### src/verilog/lct_pkg.sv
package lct_pkg;
  // Cells per register; one shift period moves one pixel out of each channel
  localparam int LCT_CELLS = 8022;
  localparam logic [13:0] LCT_CELLS_M1 = 14'h1F55;
  localparam int LCT_CHANNELS = 3;
  // System clock period and phase time of the shift clocks
  localparam int LCT_CLK_NS = 40;
  localparam int LCT_PHASE_NS = 160;
  localparam int LCT_PHASE_CYC_I = (LCT_PHASE_NS + LCT_CLK_NS - 1) / LCT_CLK_NS;
  localparam logic [7:0] LCT_PHASE_CYC = LCT_PHASE_CYC_I[7:0];
  // Transfer gate step time
  localparam int LCT_TG_NS = 1000;
  localparam int LCT_TG_CYC_I = (LCT_TG_NS + LCT_CLK_NS - 1) / LCT_CLK_NS;
  localparam logic [7:0] LCT_TG_CYC = LCT_TG_CYC_I[7:0];
  // Reset gate pulse width
  localparam int LCT_RST_NS = 40;
  localparam int LCT_RST_CYC_I = (LCT_RST_NS + LCT_CLK_NS - 1) / LCT_CLK_NS;
  localparam logic [7:0] LCT_RST_CYC = LCT_RST_CYC_I[7:0];
  localparam logic [7:0] LCT_ZERO8 = 8'h00;
  localparam logic [13:0] LCT_ZERO14 = 14'h0000;

  typedef enum logic [2:0] {
    LCT_IDLE = 3'b000,
    LCT_PARK = 3'b001,
    LCT_TG_BOTH = 3'b010,
    LCT_TG2_ONLY = 3'b011,
    LCT_TG_OFF = 3'b100,
    LCT_READ = 3'b101
  } lct_state_t;

  typedef struct packed {
    logic first_transfer_gate;
    logic second_transfer_gate;
    logic phase_one;
    logic phase_two;
    logic reset_gate_pin;
  } lct_clocks_t;
endpackage
### src/verilog/lct_line_timing.sv
`timescale 1ns/1ns
// Functional notes
// Both transfer gates stay off while the photodiodes integrate.
// Line end stops shifting with phase one high, phase two low first.
// Parked registers then see both transfer gates turned on.
// First gate goes off while the second stays on.
// Second gate goes off after the first one.
// Complementary two-phase shifting resumes for readout during next integration.
// Sensor shifts all three channels together, one pixel per period.
// Sensor moves pixels to outputs on phase two falling edge.
// Reset gate pulses once before every pixel output.
// Drain gate high with first gate off discards light.
// Drain gate rises at first gate fall, falls inside line scan.
// Exposure runs from drain gate fall to next first gate fall.
// Each channel has its own independently timed drain gate.
// Drain gates rise together with the first gate falling edge.
// Drain gate falls aligned with a shift clock edge.
// Phases stay exact complements and stop only at period boundaries.
// A line takes 8022 shift periods.
// Mode output selects normal or extended reset gate swing.
// Drain gate falls when remaining periods equal the programmed count.
module lct_line_timing
  import lct_pkg::*;
(
  input wire logic CLK_SYS,
  input wire logic RST,
  input wire logic CE,
  input wire logic START,
  input wire logic RUN,
  input wire logic EXT_RANGE,
  input wire logic [13:0] EXPOSURE_R,
  input wire logic [13:0] EXPOSURE_G,
  input wire logic [13:0] EXPOSURE_B,
  output logic FIRST_TRANSFER_GATE,
  output logic SECOND_TRANSFER_GATE,
  output logic PHASE_ONE,
  output logic PHASE_TWO,
  output logic RESET_GATE_PIN,
  output logic [2:0] DRAIN_GATE,
  output logic EXTENDED_RANGE_MODE,
  output logic PIXEL_STROBE,
  output logic LINE_DONE,
  output logic BUSY
);

  // ************************************************
  // Sequencer
  // ************************************************
  lct_state_t state;
  logic [7:0] tick;
  logic [13:0] period;
  logic half;
  logic pending;
  logic [13:0] expo [LCT_CHANNELS];
  lct_clocks_t clk_out;

  wire tick_end = (tick == LCT_ZERO8);
  // Opening cycle of the phase-one-high half: phase two falls on the pin one edge later
  wire pixel_edge = (state == LCT_READ) && half && (tick == (LCT_PHASE_CYC - 8'h01));
  // Opening cycle of the second-gate-only step, which makes the first gate fall on the pin
  wire drain_arm = (state == LCT_TG2_ONLY) && (tick == (LCT_TG_CYC - 8'h01));
  wire [13:0] remaining = LCT_CELLS_M1 - period;

  always_ff @(posedge CLK_SYS) begin
    if (RST) begin
      pending <= 1'b0;
    end else if (CE) begin
      if (START) begin
        pending <= 1'b1;
      end else if (state == LCT_PARK) begin
        pending <= 1'b0;
      end
    end
  end

  always_ff @(posedge CLK_SYS) begin
    if (RST) begin
      state <= LCT_IDLE;
      tick <= LCT_ZERO8;
      half <= 1'b0;
      period <= LCT_ZERO14;
    end else if (CE) begin
      case (state)
        LCT_IDLE: begin
          if (pending) begin
            state <= LCT_PARK;
            tick <= LCT_TG_CYC - 8'h01;
          end
        end
        LCT_PARK: begin
          if (tick_end) begin
            state <= LCT_TG_BOTH;
            tick <= LCT_TG_CYC - 8'h01;
          end else begin
            tick <= tick - 8'h01;
          end
        end
        LCT_TG_BOTH: begin
          if (tick_end) begin
            state <= LCT_TG2_ONLY;
            tick <= LCT_TG_CYC - 8'h01;
          end else begin
            tick <= tick - 8'h01;
          end
        end
        LCT_TG2_ONLY: begin
          if (tick_end) begin
            state <= LCT_TG_OFF;
            tick <= LCT_TG_CYC - 8'h01;
          end else begin
            tick <= tick - 8'h01;
          end
        end
        LCT_TG_OFF: begin
          if (tick_end) begin
            state <= LCT_READ;
            tick <= LCT_PHASE_CYC - 8'h01;
            half <= 1'b0;
            period <= LCT_ZERO14;
          end else begin
            tick <= tick - 8'h01;
          end
        end
        LCT_READ: begin
          if (!tick_end) begin
            tick <= tick - 8'h01;
          end else begin
            tick <= LCT_PHASE_CYC - 8'h01;
            half <= ~half;
            if (half) begin
              if (period == LCT_CELLS_M1) begin
                // Stop only on a full period so phases never stop mid-cycle
                state <= (pending || RUN) ? LCT_PARK : LCT_IDLE;
                tick <= LCT_TG_CYC - 8'h01;
                period <= LCT_ZERO14;
              end else begin
                period <= period + 14'h0001;
              end
            end
          end
        end
        default: begin
          state <= LCT_IDLE;
        end
      endcase
    end
  end

  // ************************************************
  // Pin drive
  // ************************************************
  // Levels decoded per state; the pin registers below add one cycle to every pin
  always_comb begin
    clk_out.first_transfer_gate = 1'b0;
    clk_out.second_transfer_gate = 1'b0;
    clk_out.phase_one = 1'b1;
    clk_out.phase_two = 1'b0;
    clk_out.reset_gate_pin = 1'b0;
    case (state)
      LCT_IDLE: begin
        // Integration: both gates at barrier, registers parked
        clk_out.first_transfer_gate = 1'b0;
        clk_out.second_transfer_gate = 1'b0;
        clk_out.phase_one = 1'b1;
        clk_out.phase_two = 1'b0;
      end
      LCT_PARK: begin
        // Shifting stopped before any gate moves
        clk_out.first_transfer_gate = 1'b0;
        clk_out.second_transfer_gate = 1'b0;
        clk_out.phase_one = 1'b1;
        clk_out.phase_two = 1'b0;
      end
      LCT_TG_BOTH: begin
        clk_out.first_transfer_gate = 1'b1;
        clk_out.second_transfer_gate = 1'b1;
        clk_out.phase_one = 1'b1;
        clk_out.phase_two = 1'b0;
      end
      LCT_TG2_ONLY: begin
        clk_out.first_transfer_gate = 1'b0;
        clk_out.second_transfer_gate = 1'b1;
        clk_out.phase_one = 1'b1;
        clk_out.phase_two = 1'b0;
      end
      LCT_TG_OFF: begin
        // Registers isolated again; one more step settles before shifting
        clk_out.first_transfer_gate = 1'b0;
        clk_out.second_transfer_gate = 1'b0;
        clk_out.phase_one = 1'b1;
        clk_out.phase_two = 1'b0;
      end
      LCT_READ: begin
        // Both phases come from one bit, so they can never overlap
        clk_out.phase_one = half;
        clk_out.phase_two = ~half;
        // Reset pulse opens the phase-two-high half, ahead of its falling edge
        clk_out.reset_gate_pin = !half &&
                                 (tick > (LCT_PHASE_CYC - 8'h01 - LCT_RST_CYC));
      end
      default: begin
        clk_out.first_transfer_gate = 1'b0;
        clk_out.second_transfer_gate = 1'b0;
      end
    endcase
  end

  // ************************************************
  // Pin registers
  // ************************************************
  // Transfer gates
  always_ff @(posedge CLK_SYS) begin
    if (RST) begin
      FIRST_TRANSFER_GATE <= 1'b0;
      SECOND_TRANSFER_GATE <= 1'b0;
    end else if (CE) begin
      FIRST_TRANSFER_GATE <= clk_out.first_transfer_gate;
      SECOND_TRANSFER_GATE <= clk_out.second_transfer_gate;
    end
  end

  // Shift clocks leave reset parked, so the first line starts from a clean phase
  always_ff @(posedge CLK_SYS) begin
    if (RST) begin
      PHASE_ONE <= 1'b1;
      PHASE_TWO <= 1'b0;
    end else if (CE) begin
      PHASE_ONE <= clk_out.phase_one;
      PHASE_TWO <= clk_out.phase_two;
    end
  end

  // Pulse width is one system clock cycle
  always_ff @(posedge CLK_SYS) begin
    if (RST) begin
      RESET_GATE_PIN <= 1'b0;
    end else if (CE) begin
      RESET_GATE_PIN <= clk_out.reset_gate_pin;
    end
  end

  // Mode only follows the request; the swing itself is set by the analog driver
  always_ff @(posedge CLK_SYS) begin
    if (RST) begin
      EXTENDED_RANGE_MODE <= 1'b0;
    end else if (CE) begin
      EXTENDED_RANGE_MODE <= EXT_RANGE;
    end
  end

  always_ff @(posedge CLK_SYS) begin
    if (RST) begin
      PIXEL_STROBE <= 1'b0;
      LINE_DONE <= 1'b0;
      BUSY <= 1'b0;
    end else if (CE) begin
      // Registered together with phase two, so the strobe lands on its falling edge
      PIXEL_STROBE <= pixel_edge;
      LINE_DONE <= pixel_edge && (period == LCT_CELLS_M1);
      BUSY <= (state != LCT_IDLE);
    end
  end

  // ************************************************
  // Exposure drain gates
  // ************************************************
  assign expo[0] = EXPOSURE_R;
  assign expo[1] = EXPOSURE_G;
  assign expo[2] = EXPOSURE_B;

  // Each channel keeps its own count against the shared period counter, so colour balance needs no per-channel timer
  generate
    for (genvar ch = 0; ch < LCT_CHANNELS; ch++) begin : g_drain
      logic [13:0] count;
      logic gate;
      logic keep_full;
      logic drop;
      // A count of LCT_CELLS_M1 (8021) periods or more leaves the gate low: full exposure
      assign keep_full = (expo[ch] >= LCT_CELLS_M1);
      // Fall on the phase two edge that leaves exactly count periods of the line
      assign drop = pixel_edge && (remaining == count);

      always_ff @(posedge CLK_SYS) begin
        if (RST) begin
          count <= LCT_ZERO14;
        end else if (CE) begin
          if (drain_arm) begin
            // Sampled once per line, so a change mid-line waits for the next transfer
            count <= expo[ch];
          end
        end
      end

      always_ff @(posedge CLK_SYS) begin
        if (RST) begin
          gate <= 1'b0;
        end else if (CE) begin
          if (drain_arm) begin
            // Rises with the first gate falling edge to dump light from here on
            gate <= !keep_full;
          end else if (drop) begin
            gate <= 1'b0;
          end
        end
      end

      assign DRAIN_GATE[ch] = gate;
    end
  endgenerate

endmodule

### config.mk
export PLATFORM = sky130hd
export DESIGN_NAME = lct_line_timing
export DESIGN_NICKNAME = d
export VERILOG_FILES = /design/src/verilog/lct_pkg.sv /design/src/verilog/lct_line_timing.sv
export SDC_FILE = /design/constraint.sdc
export NUM_CORES = 1
export LEC_CHECK = 0
export ABC_AREA = 1
export BUFFER_PORTS_ARGS = -buffer_cell sky130_fd_sc_hd__buf_2
export CORE_UTILIZATION = 35
export CTS_CLUSTER_SIZE = 40
export DETAILED_ROUTE_END_ITERATION = 10
export GPL_TIMING_DRIVEN = 0
export PLACE_DENSITY = 0.63
export SYNTH_ARGS = -nofsm -noshare
export SYNTH_HDL_FRONTEND = slang
export SYNTH_SLANG_ARGS = --single-unit
export TNS_END_PERCENT = 1
### constraint.sdc
create_clock -name CLK_SYS -period 2.41 [get_ports CLK_SYS]
set_input_delay 0.482 -clock CLK_SYS [delete_from_list [all_inputs] [get_ports CLK_SYS]]
set_output_delay 0.482 -clock CLK_SYS [all_outputs]
set_load 0.02 [all_outputs]
**Word level (Yosys, flattened, before mapping)**

Index checks and enable logic that the tools add are counted.

- Add/subtract/negate cells: 3
- Bitwise operators: 1
- Multipliers: 0
- Div/mod/pow operators: 0
- Shifts and indexed selects: 0
- Multiplexer cells: 36
- Reduce and logical (&&, ||, !) cells: 32
- $lt $le $gt $ge: 4
- Equal/unequal tests: 19

Operator list:

| cell | count |
|---|---|
| 2-to-1 mux 14 bit | 4 |
| equality test 14 bit | 3 |
| greater-or-equal comparator 14 x 13 -> 1 bit, second input constant | 3 |
| 2-to-1 mux 8 bit | 4 |
| case mux 8 bit (4 select lines) | 1 |
| case mux 14 bit (2 select lines) | 1 |
| 2-to-1 mux 3 bit | 8 |
| case mux 3 bit (6 select lines) | 1 |
| adder 14 x 1 -> 14 bit, second input constant | 1 |
| equality test 14 x 13 -> 1 bit, second input constant | 1 |
| != test 2 bit, second input constant | 7 |
| subtractor 13 x 14 -> 14 bit, first input constant | 1 |
| 2-to-1 mux 1 bit | 12 |
| 2-to-1 mux 5 bit | 2 |
| AND reduction 2 bit | 5 |
| nonzero test 2 bit | 5 |
| AND reduction 9 bit | 1 |
| equality test 8 x 2 -> 1 bit, second input constant | 1 |
| equality test 8 x 5 -> 1 bit, second input constant | 1 |
| > comparator 8 x 2 -> 1 bit, second input constant | 1 |
| logical AND 1 bit | 8 |
| zero test 8 bit | 1 |
| subtractor 8 x 1 -> 8 bit, second input constant | 1 |
| equality test 3 x 2 -> 1 bit, second input constant | 2 |
| other kinds (16) | 20 |

- RAM bits: 0
- Input bits: 48
- Memory bits (read-only): 0
- Memories kept: 0
- Bits in latches: 0
- Output and inout bits: 12
- Register bits: 81

**Depth between registers and ports, before layout**

Gate-level depths: netlist of run 1.

- Depth after elaboration: 6
- Depth in mapped cells: 17
- Gate-level depth less buffers: 17

**Worst setup path before layout of run 1**

OpenSTA, ideal clock, no wires.

- Path kind: reg2reg
- From: register period[1]
- To: register g_drain[1].gate
- Data arrival time: 1.777 ns
- Period minus slack after synthesis: 1.888 ns
- Library setup time: 0.112 ns
- Cell stages (with the launch flop): 17
- Required time: 2.298 ns
- Slack: 0.522 ns
- Cell sequence: dfxtp_1 > ha_1 > inv_1 > nand2_1 > nand2_1 > nand2_2 > nand3_1 > nand2_1 > nand2_1 > nand2_1 > nand2_1 > nor2_1 > nand3_1 > nor2_1 > nor2_1 > nor2_1 > nor2_1

- Cells in the longest elaborated chain, start to end: 5

RTL lines:

| item | line | source |
|---|---|---|
| start: declaration | lct_line_timing.sv:51 | `logic [13:0] period;` |
| start signal: assignment | lct_line_timing.sv:137 | `period <= period + 14'h0001;` |
| subtractor 13 x 14 -> 14 bit | lct_line_timing.sv:62 | `wire [13:0] remaining = LCT_CELLS_M1 - period;` |
| equality test 14 bit | lct_line_timing.sv:281 | `assign drop = pixel_edge && (remaining == count);` |
| logical AND 1 bit | lct_line_timing.sv:281 |  |
| nonzero test 2 bit (no line) | - |  |
| AND reduction 2 bit (no line) | - |  |
| end signal: assignment | lct_line_timing.sv:300 | `gate <= !keep_full;` |
| end: declaration | lct_line_timing.sv:275 | `logic gate;` |

No other way between the ends.
A chain may end at the register's enable or synchronous reset.

**Worst setup path after layout of run 1**

- From: register tick[0]
- To: register g_drain[2].count[11]

- Cells in the longest elaborated chain, start to end: 3

RTL lines:

| item | line | source |
|---|---|---|
| start: declaration | lct_line_timing.sv:50 | `logic [7:0] tick;` |
| start signal: assignment | lct_line_timing.sv:87 | `tick <= LCT_TG_CYC - 8'h01;` |
| start signal: assignment | lct_line_timing.sv:93 | `tick <= LCT_TG_CYC - 8'h01;` |
| start signal: assignment | lct_line_timing.sv:95 | `tick <= tick - 8'h01;` |
| equality test 8 x 5 -> 1 bit | lct_line_timing.sv:61 | `wire drain_arm = (state == LCT_TG2_ONLY) && (tick == (LCT_TG_CYC - 8'h01));` |
| logical AND 1 bit | lct_line_timing.sv:61 |  |
| AND reduction 2 bit (no line) | - |  |
| end signal: assignment | lct_line_timing.sv:289 | `count <= expo[ch];` |
| end: declaration | lct_line_timing.sv:274 | `logic [13:0] count;` |

No other way between the ends.

==> results of run 1 <==
[cell usage in the layout, fill, tap and decap left out, drive strengths merged, types with 3 or more instances in the layout]
cell type  Yosys  routed
nor4           3       3
buf           12      70
clkbuf        12      23
xor2          10      10
nor2          97      97
o21ai         70      70
xnor2          3       3
inv           94      94
nand3         95      95
nand2        160     160
dfxtp         81      81
clkinv         1       4
ha             6       6
a211oi         7       7
nor3          13      13
or2            3       3
a21oi         66      66
nand4         12      12
[timing repair]
| action | CTS | global route |
|---|---|---|
| gates cloned | 0 | 0 |
| setup endpoints to repair | 7 | 25 |
| pin swaps | 0 | 0 |
| gates resized for setup | 3 | 17 |
[cells by family after synthesis]
kind of cell / after synthesis / synth area share
AOI/OAI and AO/OA: 153 / 0.168
adders and majority gates: 6 / 0.0153
and+or+nand+nor: 387 / 0.365
DFF: 81 / 0.330
xor gates and xnor gates: 13 / 0.0232
buffers and inverters: 119 / 0.0986
[final timing paths]
path,from,end,slack (ns),depth (start not counted)
min reg2reg,PHASE_TWO$_SDFFE_PP0P_,PHASE_TWO$_SDFFE_PP0P_,0.46,2
max reg2reg,tick[0]$_SDFFE_PP0P_,g_drain[2].count[11]$_SDFFE_PP0P_,0.12,10
max,tick[0]$_SDFFE_PP0P_,g_drain[2].count[11]$_SDFFE_PP0P_,0.12,10
min,EXPOSURE_B[1],g_drain[2].count[1]$_SDFFE_PP0P_,0.38,3
[layer usage]
layer / global-route usage / share of wire
met5: 0 / 0
met3: 0.0236 / 0.046
met2: 0.330 / 0.46
met1: 0.280 / 0.48
met4: 0.0602 / 0.015
[flip-flops by register name, indices dropped and copies added (netlist names)]
name and flops:
LINE_DONE 1, PHASE_ONE 1, period 14, PHASE_TWO 1, tick 8, state 3, half 1, EXTENDED_RANGE_MODE 1
FIRST_TRANSFER_GATE 1, BUSY 1, g_drain.count 42, pending 1, PIXEL_STROBE 1, SECOND_TRANSFER_GATE 1, g_drain.gate 3, RESET_GATE_PIN 1
[power breakdown]
group	switching, µW	internal, µW
logic	771	398
clock network	573	732
registers	108	1420
total	1450	2550
[critical path, delay by kind of cell (launching register included)]
kind                       cells  cell delay [ns]
DFF                            1             0.34
buffers and inverters          4             0.51
adders and majority gates      1             0.23
AOI/OAI and AO/OA              2             0.38
and+or+nand+nor                3             0.71
[cell type report]
class / instances / area [µm²] / area share
Multi-Input combinational cell: 559 / 2860 / 0.496
Sequential cell: 81 / 1620 / 0.282
Inverter: 95 / 357 / 0.0619
Tap cell: 176 / 220 / 0.0382
Clock inverter: 5 / 41.3 / 0.00717
Buffer: 24 / 128 / 0.0222
Timing Repair Buffer: 58 / 290 / 0.0504
Clock buffer: 11 / 243 / 0.0421
[through the flow]
stage | utilization | area (µm²)
final | 0.428 | 5760
after CTS | 0.425 | 5710
after detailed placement | 0.403 | 5420
after floorplan | - | 4910
after global routing | 0.428 | 5760
after global placement | 0.403 | 5420
==> results.md, run 1 <==
* Cell Chain, Critical Path: inv_1, ha_1, inv_1, nor3_2, nand3_2, nor2_4, inv_2, clkbuf_1, o21ai_0, a21oi_1
* Number of synthesized register bits at 81
* Antenna cells at 0
* Final worst-path cycle share at 0.950
* Vias in the first global route at 4624
* Layout cells sized above 1 at 0.162
* Via-to-Cell Ratio at 5.12
* CTS Buf Count at 9
* Die Wd at 120 µm
* Setup violations, final at 0
* Async S/R FF share, synth at 0
* Antenna Nets Post-Route at 0
* Largest area contributor in the netlist: dfxtp_1
* CTS max path bufs at 2
* Post-route DRC at 0
* Setup Skew at 0.00754 ns
* Leak at 0.00242 µW
* DR vias at 5171
* CP required at 2.63 ns
* Total gr overflow at 0
* Initial Util at 0.365
* Clock period minus worst slack at 2.29 ns
* FP Rows at 42
* Maximum clock frequency at 437 MHz
* Die Area at 14500 µm²
* TritonCTS clock tree: built
* Startpoint types: flip-flop
* Setup_tns at 0 ns
* Syn nets at 813
* Hold_ws at 0.380 ns
* Top-count cell post-synth: nand2_1
* Initial antenna violation count at 0
* GPL Wtd Cong at 0.873
* Max cap viols at 0
* Post-DP HPWL at 11200 µm
* Drt total wl at 14400 µm
* Crit path top cell by count: inv_1
* Pins Over Slew Limit at 0
* Unique masters post-synth at 46
* Root Driver: clkbuf_16
* Status: complete, no violations
* Rel. slew slack at 0.579
* Clock latency on the worst-skew pair at 0.34 ns
* Crit Path Max Fanout at 10
* Fin. Hold Viols at 0
* Worst hold path class: in -> reg
* Synth cell count leaders: nand2_1 (153), nand3_1 (95), inv_1 (88)
* Global-route wire length before repair at 23000 µm
* Register clock-pin slew on the reported worst setup and hold paths at 0.06 ns
* Synth top area share at 0.330
* Count of input and output buffers at 58
* Total Power at 4000 µW
* Setup Fix Bufs, Post-CTS at 0
* Die span in y at 120 µm
* Ys flop type: dfxtp_1
* Power Density at 695 nW/µm²
* DR iter-0 viols at 355
* Setup ws final at 0.122 ns
* CTS H-Tree Depth at 3
* # IOs at 60
* Synth area leaders: dfxtp_1 (33%), nand2_1 (12%), nand3_1 (9.7%)
* Worst Path Arrival at 2.51 ns
* Post-synth EDFFs at 0
* Post-synth design cell area at 4910 µm²
* Sequential area share after synthesis at 0.330
* Pin count of the biggest net entering global routing at 15
* Critical-path top delay cell: dfxtp_1
* CP max stage delay at 0.34 ns
* Maximum vdd ir drop at 0.411 mV
* Placed Cells at 993
* Crit Path Class: reg -> reg
* Post-Layout Cell Count at 1009
* CP Capture Type: flip-flop
* Drt first pass iters at 5
* All-Layer GR Usage at 0.203
* Least-Margin Pin Slew at 0.631 ns
* Nets at 882
* DR WL/cell at 14.3 µm
* Place WS at -0.0523 ns
* Core ar. at 13500 µm²
* CTS Hold Bufs at 0
* Post-synthesis cell count at 759
* Synth Warn # at 0
* Sink Count at 81
* Fill cells at 1515
* Mean Syn Cell Area at 6.47 µm²
* Synthesis-to-finish area growth at 17.3%
Note: power is estimated with default switching activity, not from simulation.
==> run 2, diff against run 1 <==
Settings changed: CORE_ASPECT_RATIO set to 0.8.
==> run 2 against run 1 <==
Compared with the run above:
- sequential power hardly changed
- die area hardly changed
- global-route usage is 1.0 points higher
- clock power is 12% higher
- clock skew is 0.0018 ns lower
- total power is 4.0% higher
- critical endpoint is now g_drain[0].count[8]$_SDFFE_PP0P_
- cell count is 0.40% higher
==> results.md, run 2 (synthesized netlist as in run 1, its figures left out) <==
* Setup violations, final at 0 (unchanged)
* GPL Wtd Cong at 0.862 (was 0.873)
* Max FFs per register at 42 (unchanged)
* Startpoint types: flip-flop (unchanged)
* Vias in the first global route at 4628 (was 4624)
* Crit Path Max Fanout at 10 (unchanged)
* CP Capture Type: flip-flop (unchanged)
* Hold depth at 3 (unchanged)
* Die Area at 14500 µm² (about the same)
* Crit path top cell by count: inv_1 (unchanged)
* Cells on worst reg2reg path at 10 (unchanged)
* Hold_ws at 0.369 ns (was 0.380 ns)
* Highest-count cells in the layout ignoring fill and taps: nand2_1 (150), nand3_1 (93), inv_1 (87) (was nand2_1 (149), nand3_1 (92), inv_1 (87))
* Global-route wire length before repair at 23800 µm (was 23000 µm)
* Pins Over Slew Limit at 0 (unchanged)
* Via-to-Cell Ratio at 5.18 (was 5.12)
* Final Cell Area at 5770 µm² (was 5760 µm²)
* Initial Util at 0.360 (was 0.365)
* Post-Layout Cell Count at 1013 (was 1009)
* Register clock-pin slew on the reported worst setup and hold paths at 0.06 ns (about the same)
* Biggest regs: g_drain.count: 42 flops, period: 14 flops, tick: 8 flops (unchanged)
* Leak at 0.00244 µW (was 0.00242 µW)
* Post-DP HPWL at 11400 µm (was 11200 µm)
* Pin count of the biggest net entering global routing at 13 (was 15)
* Post-route DRC at 0 (unchanged)
* Max cap viols at 0 (unchanged)
* DR vias at 5248 (was 5171)
* # IOs at 60 (unchanged)
* Status: complete, no violations (unchanged)
* Die span in y at 108 µm (was 120 µm)
* Least-Margin Pin Slew at 0.707 ns (was 0.631 ns)
* Worst hold path class: in -> reg (unchanged)
* CTS Hold Bufs at 0 (unchanged)
* RSZ-0062 raised after global routing: yes
* Post-Place Cell Area at 5430 µm² (was 5420 µm²)
* Critical-path top delay cell: dfxtp_1 (unchanged)
* CP max stage delay at 0.34 ns (about the same)
* All-Layer GR Usage at 0.213 (was 0.203)
* Placed Cells at 997 (was 993)
* Drt total wl at 14700 µm (was 14400 µm)
* Levels on crit path at 10 (unchanged)
* Total gr overflow at 0 (unchanged)
* Most common cell after layout, fill and taps aside: nand2_1 (unchanged)
* CP required at 2.64 ns (was 2.63 ns)
* Clock latency on the worst-skew pair at 0.35 ns (was 0.34 ns)
* Worst Path Arrival at 2.54 ns (was 2.51 ns)
* Nets at 882 (unchanged)
* Synthesis-to-finish area growth at 17.5% (was 17.3%)
* Root Driver: clkbuf_16 (unchanged)
* Power Density at 721 nW/µm² (was 695 nW/µm²)
* Final worst-path cycle share at 0.959 (was 0.950)
* Layout cells sized above 1 at 0.152 (was 0.162)
* Setup Skew at 0.00579 ns (was 0.00754 ns)
* CTS Buf Count at 9 (unchanged)
* Clock period minus worst slack at 2.31 ns (was 2.29 ns)
* Biggest register: g_drain.count (unchanged)
* Initial antenna violation count at 0 (unchanged)
* DR iter-0 viols at 419 (was 355)
* Antenna Nets Post-Route at 0 (unchanged)
* Fin. Hold Viols at 0 (unchanged)
* Sink Count at 81 (unchanged)
* Maximum clock frequency at 433 MHz (was 437 MHz)
* Worst path bufs/invs at 4 (unchanged)
* Setup_tns at 0 ns (unchanged)
* Core ar. at 13600 µm² (was 13500 µm²)
* Rel. slew slack at 0.529 (was 0.579)
* Final Core Density at 0.423 (was 0.428)
* DR WL/cell at 14.5 µm (was 14.3 µm)
* Drt first pass iters at 5 (unchanged)
* Cell Chain, Critical Path: inv_1, ha_1, inv_1, nor3_2, nand3_2, nor2_4, inv_2, clkbuf_1, o21ai_0, a21oi_1 (unchanged)
* TritonCTS clock tree: built (unchanged)
* CTS H-Tree Depth at 3 (unchanged)
* Top Family by Delay on Critical Path: simple AND/OR/NAND/NOR gates (unchanged)
* Maximum vdd ir drop at 0.330 mV (was 0.411 mV)
* FP Rows at 38 (was 42)
* Antenna cells at 0 (unchanged)
* Setup Fix Bufs, Post-CTS at 0 (unchanged)
* Die Wd at 134 µm (was 120 µm)
* CTS max path bufs at 2 (unchanged)
* Crit Path Class: reg -> reg (unchanged)
* Count of input and output buffers at 58 (unchanged)
* Cts repair resizes at 5 (was 3)
-- run 2: layout make-up --
type / count / area (µm²)
clock buffer: 13 / 240
clock inverter: 3 / 65.1
timing repair buffer: 58 / 290
buffer: 24 / 128
sequential: 81 / 1630
fill: 1444 / 7870
tap: 180 / 225
inverter: 95 / 357
multi-input combinational: 559 / 2840
-- run 2: report_power, final --
part | switching [µW] | leakage (µW) | total (µW) | internal [µW]
clock network | 554 | 0.000148 | 1460 | 908
logic | 770 | 0.00163 | 1170 | 399
registers | 112 | 0.000657 | 1530 | 1420
-- run 2: per-layer routing --
metal / track usage / vias up / wire, µm
met5: 0 / - / 0
met4: 0.0883 / 0 / 312
met3: 0.0398 / 20 / 921
met2: 0.307 / 175 / 6050
met1: 0.307 / 2404 / 7390
li1: - / 2649 / -
-- run 2: path summary, 6_finish.rpt --
kind	from	end	slack, ns
worst min register to register	RESET_GATE_PIN$_SDFFE_PP0P_	RESET_GATE_PIN$_SDFFE_PP0P_	0.47
worst max-delay path	tick[0]$_SDFFE_PP0P_	g_drain[0].count[8]$_SDFFE_PP0P_	0.1
worst max register to register	tick[0]$_SDFFE_PP0P_	g_drain[0].count[8]$_SDFFE_PP0P_	0.1
worst min-delay path	EXPOSURE_R[4]	g_drain[0].count[4]$_SDFFE_PP0P_	0.37
-- run 2: per-stage QoR --
step	setup slack [ns]	power [µW]
floorplan	0.522	2410
global placement	-0.0946	2690
detailed placement	-0.0692	2700
CTS	0.0344	4160
global route	-0.0353	4380
finish	0.0979	4160
-- run 2: worst reg2reg max path, delay by kind of cell (launching register included) --
family	cells	cell delay (ns)
flip-flops	1	0.34
AO/OA/AOI/OAI	2	0.38
buffers and inverters	4	0.50
AND/OR/NAND/NOR	3	0.73
adder cells (fa/ha/maj)	1	0.23
==> run 3, diff against run 2 <==
Settings changed: GPL_ROUTABILITY_DRIVEN set to 1, PLACE_DENSITY 0.63 to unset.
==> run 3 against run 2 <==
Compared with the run above:
- sequential power hardly changed
- setup slack gained 0.013 ns
- core utilization hardly changed
- largest power group unchanged
- register-to-register slack is essentially flat
- critical path type unchanged
- largest cell class unchanged
- global-route usage decreased by 0.14 points
- total power down 3.3%
==> results.md, run 3 (synthesized netlist as in run 1, its figures left out) <==
* Status: complete, no violations (unchanged)
* CTS Hold Bufs at 0 (unchanged)
* Setup Skew at 0.00894 ns (was 0.00579 ns)
* # IOs at 60 (unchanged)
* RSZ-0062 raised after global routing: yes (unchanged)
* CP required at 2.63 ns (was 2.64 ns)
* Drt total wl at 14500 µm (was 14700 µm)
* CP max stage delay at 0.35 ns (was 0.34 ns)
* CP Capture Type: flip-flop (unchanged)
* Antenna Nets Post-Route at 0 (unchanged)
* Biggest regs: g_drain.count: 42 flops, period: 14 flops, tick: 8 flops (unchanged)
* All-Layer GR Usage at 0.211 (was 0.213)
* Least-Margin Pin Slew at 0.739 ns (was 0.707 ns)
* Total Power at 4020 µW (was 4160 µW)
* Post-DP HPWL at 11500 µm (was 11400 µm)
* Setup_tns at 0 ns (unchanged)
* Synthesis-to-finish area growth at 17.5% (about the same)
* Root Driver: clkbuf_16 (unchanged)
* Most common cell after layout, fill and taps aside: nand2_1 (unchanged)
* Core ar. at 13600 µm² (unchanged)
* DR WL/cell at 14.3 µm (was 14.5 µm)
* Post-Place Cell Area at 5430 µm² (unchanged)
* Post-route DRC at 0 (unchanged)
* Worst Path Arrival at 2.52 ns (was 2.54 ns)
* Initial antenna violation count at 0 (unchanged)
* Sink Count at 81 (unchanged)
* Clock period minus worst slack at 2.30 ns (was 2.31 ns)
* Worst path bufs/invs at 4 (unchanged)
* Setup violations, final at 0 (unchanged)
* Power Density at 697 nW/µm² (was 721 nW/µm²)
* Critical-path top delay cell: dfxtp_1 (unchanged)
* Total gr overflow at 0 (unchanged)
* Max cap viols at 0 (unchanged)
* Clock latency on the worst-skew pair at 0.35 ns (about the same)
* Biggest register: g_drain.count (unchanged)
* Maximum vdd ir drop at 0.414 mV (was 0.330 mV)
* Rel. slew slack at 0.507 (was 0.529)
* Max FFs per register at 42 (unchanged)
* Maximum clock frequency at 435 MHz (was 433 MHz)
* Die Wd at 134 µm (unchanged)
* Antenna cells at 0 (unchanged)
* Leak at 0.00243 µW (was 0.00244 µW)
* Pins Over Slew Limit at 0 (unchanged)
* Startpoint types: flip-flop (unchanged)
* Fill cells at 1465 (was 1444)
* Cell Chain, Critical Path: inv_1, ha_1, inv_1, nor3_2, nand3_2, nor2_4, inv_2, clkbuf_1, o21ai_0, a21oi_1 (unchanged)
* FP Rows at 38 (unchanged)
* CTS H-Tree Depth at 3 (unchanged)
* Highest-count cells in the layout ignoring fill and taps: nand2_1 (147), nand3_1 (93), inv_1 (87) (was nand2_1 (150), nand3_1 (93), inv_1 (87))
* Global-route wire length before repair at 23600 µm (was 23800 µm)
* Crit Path Max Fanout at 10 (unchanged)
* Pin count of the biggest net entering global routing at 16 (was 13)
* Count of input and output buffers at 58 (unchanged)
* Via-to-Cell Ratio at 5.02 (was 5.18)
* Sequential Area at 1630 µm² (about the same)
* Crit Path Class: reg -> reg (unchanged)
* Final Cell Area at 5770 µm² (about the same)
* TritonCTS clock tree: built (unchanged)
* Multi-input logic area at 2860 µm² (was 2840 µm²)
* Worst hold path class: in -> reg (unchanged)
* Final worst-path cycle share at 0.954 (was 0.959)
* Register clock-pin slew on the reported worst setup and hold paths at 0.07 ns (was 0.06 ns)
* GPL Wtd Cong at 0.897 (was 0.862)
* Nets at 882 (unchanged)
* Die span in y at 108 µm (unchanged)
* DR iter-0 viols at 371 (was 419)
* Layout cells sized above 1 at 0.166 (was 0.152)
* Drt first pass iters at 6 (was 5)
* Hold_ws at 0.363 ns (was 0.369 ns)
* Vias in the first global route at 4612 (was 4628)
* CTS Buf Count at 9 (unchanged)
* Top Family by Delay on Critical Path: simple AND/OR/NAND/NOR gates (unchanged)
* Fin. Hold Viols at 0 (unchanged)
* Crit path top cell by count: inv_1 (unchanged)
* Initial Util at 0.360 (unchanged)
* DR vias at 5081 (was 5248)
* CTS max path bufs at 2 (unchanged)
* Die Area at 14500 µm² (unchanged)
==> run 3: changes by cell type in the layout (fill, tap and decap cells not counted), moves of 2 or more <==
cell	before	now
nor2_1	83	81
bufinv_16	2	0
nor2_2	5	7
nand2_2	7	10
clkbuf_1	15	11
nand2_1	150	147
inv_6	0	4
==> run 3: area by class of cell <==
type                       instances  area share
buffer                            24      0.0221
clock buffer                      10      0.0414
clock inverter                     6     0.00824
inverter                          95      0.0618
multi-input combinational        559       0.495
sequential                        81       0.282
tap                              180      0.0390
timing repair buffer              58      0.0503
==> run 3: metrics by stage <==
stage / util / std cells / setup slack, ns
after floorplan: - / 759 / 0.522
after global placement: 0.398 / 997 / -0.104
after detailed placement: 0.398 / 997 / -0.108
after CTS: 0.420 / 1013 / 0.0238
after global routing: 0.423 / 1013 / -0.0293
final: 0.423 / 1013 / 0.111
==> run 3: metal layers <==
layer	track usage	share of wire	up-vias
met3	0.0511	0.047	17
li1	-	-	2650
met2	0.309	0.42	99
met5	0	0	-
met1	0.301	0.52	2315
met4	0.0714	0.015	0
==> run 3: path summary, 6_finish.rpt <==
check	cells past startpoint	slack (ns)	from	end
max	10	0.11	tick[0]$_SDFFE_PP0P_	g_drain[1].count[10]$_SDFFE_PP0P_
min	3	0.36	EXPOSURE_R[4]	g_drain[0].count[4]$_SDFFE_PP0P_
max reg2reg	10	0.11	tick[0]$_SDFFE_PP0P_	g_drain[1].count[10]$_SDFFE_PP0P_
min reg2reg	2	0.46	LINE_DONE$_SDFFE_PP0P_	LINE_DONE$_SDFFE_PP0P_
==> run 3: worst register-to-register path: cells and delay by family, from the launching register on <==
family / cells / cell delay (ns)
compound gates: 2 / 0.40
simple gates: 3 / 0.72
buf+inv: 4 / 0.50
flops: 1 / 0.35
fa+ha+maj: 1 / 0.22
==> run 3: power breakdown <==
part	total, µW	internal (µW)	leakage, µW	switching (µW)
Combinational	1160	398	0.00163	758
Clock	1340	739	0.000140	602
Sequential	1530	1420	0.000657	107
Total	4020	2560	0.00243	1470
==> run 3: repair_timing <==
action                                  4_1_cts  5_1_grt
buffers inserted                              0        0
endpoints found under the hold margin         0        0
pin swaps                                     0        1
endpoints found under the setup margin       10        6
gates resized for setup                       5       18
